$ cat config.mk
export PLATFORM = sky130hd
export DESIGN_NAME = ucc_cfg_mem
export DESIGN_NICKNAME = d
export VERILOG_FILES = /design/src/hdl/ucc_pkg.sv /design/src/hdl/ucc_cfg_mem.sv
export SDC_FILE = /design/constraint.sdc
export NUM_CORES = 2
export LEC_CHECK = 0
export ABC_CLOCK_PERIOD_IN_PS = 1560
export BUFFER_PORTS_ARGS = -buffer_cell sky130_fd_sc_hd__buf_2
export CAP_MARGIN = 20
export CORE_MARGIN = 3
export CORE_UTILIZATION = 57
export CTS_CLUSTER_DIAMETER = 150
export DETAILED_ROUTE_END_ITERATION = 10
export PLACE_DENSITY_LB_ADDON = 0.15
export REMOVE_ABC_BUFFERS = 1
export SLEW_MARGIN = 20
export SYNTH_ARGS = -nofsm -noshare
export SYNTH_HDL_FRONTEND = slang
export SYNTH_SLANG_ARGS = --single-unit
$ cat constraint.sdc
create_clock -name pclk -period 1.56 [get_ports pclk]
set_clock_uncertainty 0.2 [all_clocks]
set_input_delay 0.312 -clock pclk [delete_from_list [all_inputs] [get_ports pclk]]
set_output_delay 0.312 -clock pclk [all_outputs]
set_load 0.02 [all_outputs]
$ cat src/hdl/ucc_pkg.sv
// Purpose: shared constants and types for the configuration upset crc checker
// Assumes: pclk at 25 MHz, APB register access, 32-bit data
// Notes: offsets are byte addresses on the APB bus
package ucc_pkg;
    localparam int unsigned PCLK_KHZ = 25000;
    localparam int unsigned MASTER_CONFIG_CLK_DEFAULT_KHZ = 2500;
    localparam int unsigned MASTER_CONFIG_CLK_MAX_KHZ = 66000;
    localparam int unsigned FLASH_CHECK_KHZ = 3100;
    // half periods of the master configuration clock, in pclk cycles
    localparam logic [7:0] MC_HALF_DEFAULT = 8'(PCLK_KHZ / (2 * MASTER_CONFIG_CLK_DEFAULT_KHZ));
    localparam logic [7:0] MC_HALF_FLASH = 8'(PCLK_KHZ / (2 * FLASH_CHECK_KHZ));
    localparam logic [7:0] MC_HALF_MIN = ((PCLK_KHZ / (2 * MASTER_CONFIG_CLK_MAX_KHZ)) > 0) ?
        8'(PCLK_KHZ / (2 * MASTER_CONFIG_CLK_MAX_KHZ)) : 8'h01;
    localparam logic [2:0] DIV_CODE_DEFAULT = 3'h0;
    localparam logic [2:0] DIV_CODE_MAX = 3'h5;
    localparam int unsigned HALF_W = 16;
    localparam int unsigned CFG_WORDS = 64;
    localparam int unsigned CFG_AW = 6;
    localparam int unsigned WORD_W = 32;
    localparam int unsigned BIT_W = 5;
    localparam logic [CFG_AW-1:0] CFG_LAST = 6'h3F;
    localparam logic [BIT_W-1:0] BIT_LAST = 5'h1F;
    localparam logic [31:0] CRC_POLY = 32'h04C11DB7;
    localparam logic [31:0] CRC_INIT = 32'hFFFFFFFF;
    localparam int unsigned ADDR_W = 12;
    localparam logic [11:0] REG_CTRL = 12'h000;
    localparam logic [11:0] REG_STATUS = 12'h004;
    localparam logic [11:0] REG_EXPECTED = 12'h008;
    localparam logic [11:0] REG_CALC = 12'h00C;
    localparam logic [11:0] REG_RECONFIG = 12'h010;
    localparam logic [11:0] REG_RAMMASK0 = 12'h014;
    localparam logic [11:0] REG_RAMMASK1 = 12'h018;
    localparam logic [11:0] CFG_BASE = 12'h100;
    localparam logic [11:0] CFG_TOP = 12'h1FC;
    localparam int unsigned CTRL_SINGLE_BIT = 0;
    localparam int unsigned CTRL_FLASH_BIT = 1;
    localparam int unsigned CTRL_DIV_LSB = 4;
    localparam int unsigned CTRL_MCH_LSB = 8;
    localparam logic [31:0] CTRL_RESET = {16'h0000, MC_HALF_DEFAULT, 1'b0, DIV_CODE_DEFAULT,
        4'h0};
    localparam int unsigned ST_RUN = 0;
    localparam int unsigned ST_FIN = 1;
    localparam int unsigned ST_UPS = 2;
    localparam int unsigned ST_ARM = 3;
    localparam int unsigned ST_VALID = 4;
    localparam int unsigned ST_PASS = 5;
    localparam int unsigned RECONF_BIT = 0;
    typedef enum logic [2:0] {
        CHK_IDLE,
        CHK_FETCH,
        CHK_LOAD,
        CHK_SHIFT,
        CHK_COMPARE
    } ucc_chk_t;
endpackage : ucc_pkg

$ cat src/hdl/ucc_cfg_mem.sv
// Purpose: configuration memory image that the checker reads back
// Assumes: one write port from the bus, one read port for the checker
// Notes: read data comes out of a register one pclk after rd_en
`timescale 1ns/1ps
`default_nettype none
module ucc_cfg_mem (
    input wire logic pclk,
    input wire logic presetn,
    input wire logic wr_en,
    input wire logic [5:0] wr_addr,
    input wire logic [31:0] wr_data,
    input wire logic rd_en,
    input wire logic [5:0] rd_addr,
    output logic [31:0] rd_data
);
    typedef struct packed {
        logic [ucc_pkg::CFG_WORDS-1:0][ucc_pkg::WORD_W-1:0] mem;
        logic [31:0] rd_data;
    } ucc_mem_t;
    ucc_mem_t q;
    ucc_mem_t next_q;
    always_comb begin
        next_q = q;
        if (wr_en) begin
            next_q.mem[wr_addr] = wr_data;
        end
        if (rd_en) begin
            next_q.rd_data = q.mem[rd_addr];
        end
    end
    always_ff @(posedge pclk or negedge presetn) begin
        if (!presetn) begin
            q <= '0;
        end else begin
            q <= next_q;
        end
    end
    assign rd_data = q.rd_data;
endmodule : ucc_cfg_mem
`default_nettype wire

==> impl_results.md <==
* Outcome: finished, violations left
* Violated checks: negative setup slack
* Initial core utilization at 57.6%
* Wire per inst at 29.0 um
* Ys flop type: dfrtp_1
* Crit-path max FO at 2
* 1st-iter DRT viols at between 4000 and 5000
* Routed Antenna Nets at 0
* Initial antenna violation count at 4
* Final WL at 266 mm
* Post-synthesis register bit count at between 2000 and 2500
* Port-buffer cells at slightly below 80
* Worst-Skew Late Latency at 0.86 ns
* Mapped Area at 94100 um2
* Synth area leaders: dfrtp_1 55%, mux2_2 24%, mux4_2 6.9%
* Layout area overhead at 19.5%
* Root buf cell: clkbuf_16
* Clk sink count at 2080
* Max Fclk at between 400 and 500 MHz
* Final hold viol count at 0
* CORE AREA at 163000 um2
* Max-slew headroom at 58.7%
* Top-count cell post-synth: dfrtp_1
* WP buf/inv at 1
* Yosys top cell area share at 55.3%
* Die X at 412 um
* RSZ-0062 raised after global routing: true
* Startpoint type of the worst setup path: flop
* Slowest-stage cell, CP: mux4_2
* Nets@finish at 6848
* DR vias/cell at 6.37
* RD Place Congestion at a little under 0.9
* Lkg Pwr at roughly 53 nW
* CTS tree: done
* Post-DP HPWL at 173 mm
* Maximum number of pins on one net before global-route repair at 100
* Setup violators final at 64
* First-pass GRT wire length at around 400 mm
* Hold_ws at 0.0522 ns
* Final Cycle Share at 139%
* CTS H-tree lvls at 4
* Tightest Hold Check Type: in2async
* Filler cells at 11200
* Crit path cell chain: mux4_2 -> o21ai_4 -> nand4_1 -> buf_4 -> a221o_1
* Router iterations before antenna repair at 7
* Worst-margin pin slew at around 0.62 ns
* Multi-input logic area at 39900 um2
* Die Ht at just over 400 um
* Peak VDD IR at 1210 uV
* Die Area at 170000 um2
* Post-synth top cells: 2080 x dfrtp_1, 2011 x mux2_2, 448 x mux2i_1, 288 x mux4_2, 270 x clkbuf_1
* Critical path type: reg2reg
* Area leader, netlist: dfrtp_1
* Vias in the first global route at 60700
* Slew Viols, Final at 0
* Total clock buffers created by CTS at 212
* Sequential area share after synthesis at 55.3%
* Placed insts at 8719
* Max-cap check violation count at 0
* Max clock buf depth at 3
* Yosys Warn Count at 0
* Worst Path Arrival at about 2.7 ns
* Worst Path Required at 2.08 ns
* Cells after synthesis at 6363
* Period minus WS final at 2.17 ns
* P per Cell Area at 1200 nW/um2
* CP peak stage delay at 0.50 ns
* Vias at 58400
* Final worst slack at -0.615 ns
* Yosys cell types at 38
* Final non-filler cell total at 9158
* Asr flop ratio synth at 100%
* Layout cells sized above 1 at 52.5%
* Mean Syn Cell Area at 14.8 um2
* Rows at between 100 and 150
* CTS clk-pin slew, worst paths at 0.06 ns
* Post-synth EDFFs at 0
* CP top delay family: compound AO/OA/AOI/OAI gates
* GRT Overall Usage at between 30% and 40%
* DRC viols at 0
* Number of I/O pins at 80
* Global route total overflow at 0
* Worst Setup End Kind: flop
* Register area at 52100 um2
## flip-flops by register name (all words and copies together), names as in the netlist
signal	cells
q	2048
rd_data	32
## worst min-delay path, delay by kind of cell
kind | cells | cell delay (ns)
buffers and inverters | 3 | 1.10
## cells by family after synthesis
kind of cell	after synthesis	share of synthesized area (%)
DFF	2080	55.3
AOI/OAI and AO/OA	480	3.53
muxes	2784	36.2
buffers and inverters	673	3.25
and+or+nand+nor	346	1.75
## area by class of cell
class / count / share of cell area, %
timing repair buffer: 896 / 9.41
clock inverter: 62 / 0.736
tap: 2175 / 2.42
antenna: 10 / 0.0223
sequential: 2080 / 46.3
multi-input combinational: 3610 / 35.5
clock buffer: 325 / 5.59
## stage by stage
stage | util, % | setup TNS, ns | total power [W] | instance area (um2) | setup WS [ns]
2_1_floorplan | - | -2039.70 | 0.0750 | 91100 | -2.12
3_3_place_gp | 63.6 | -1464.51 | 0.0829 | 104000 | -1.39
3_5_place_dp | 63.6 | -1520.45 | 0.0840 | 104000 | -1.40
4_1_cts | 68.6 | -48.14 | 0.136 | 112000 | -0.595
5_1_grt | 68.8 | -32.29 | 0.140 | 112000 | -0.675
6_report | 68.8 | -29.67 | 0.135 | 112000 | -0.615
## what timing repair did
item | 4_1_cts | 5_1_grt
buffers inserted | 14 | 4
pin swaps | 82 | 52
hold buffers | 35 | 1
endpoints found under the setup margin | 484 | 703
resized for setup | 212 | 55
endpoints found under the hold margin | 4106 | 1
gates cloned | 0 | 4
## final timing paths
kind,slack [ns],startpoint,end,cells after the start
max,-0.61,q[1228],rd_data[12],5
min,0.05,presetn,q[83],3
max reg2reg,-0.61,q[1228],rd_data[12],5
min reg2reg,0.29,q[1897],q[1897],1
max in group asynchronous,0.47,presetn,q[346],4
min in group pclk,0.05,wr_addr[2],q[674],5
## report_power, final
part	switching, W	internal [W]
registers	0.00368	0.0611
clock network	0.0218	0.0296
logic	0.00837	0.0106
total	0.0339	0.101
## cell usage in the layout, fill, tap and decap left out, types with 5 or more instances in the layout
cell type | netlist | layout
diode_2 | 0 | 10
buf_12 | 0 | 274
a221o_1 | 32 | 32
buf_8 | 0 | 5
a22oi_2 | 0 | 19
dfrtp_2 | 0 | 7
mux2i_1 | 448 | 446
nand2_1 | 134 | 98
nand2b_1 | 38 | 34
o22ai_1 | 96 | 96
mux4_2 | 288 | 288
nor2_4 | 0 | 35
a221oi_1 | 64 | 63
clkbuf_1 | 270 | 59
a21oi_2 | 0 | 7
clkinv_16 | 0 | 5
dlygate4sd3_1 | 0 | 35
a22oi_1 | 160 | 141
nor3_1 | 35 | 27
mux2_2 | 2011 | 2011
clkinv_2 | 0 | 34
mux2_1 | 37 | 37
buf_6 | 14 | 73
buf_2 | 217 | 44
o21ai_1 | 11 | 12
clkbuf_8 | 0 | 53
bufinv_16 | 0 | 11
o21ai_2 | 0 | 12
nand2_2 | 0 | 34
o21ai_4 | 0 | 20
nor2_1 | 69 | 35
buf_4 | 41 | 458
nor3_2 | 1 | 7
o21ai_0 | 85 | 52
clkbuf_16 | 0 | 217
a21oi_1 | 32 | 24
dfrtp_1 | 2080 | 2073
nand4_1 | 34 | 34
## layer usage
metal	vias to the layer above	GRT usage [%]	share of wire (%)
met5	-	0	0.0045
met4	2	9.36	3.2
met3	492	5.44	6.6
met2	1863	49.8	47
met1	31600	44.9	43
li1	24400	-	-
Power figures use the tool's default switching activity.
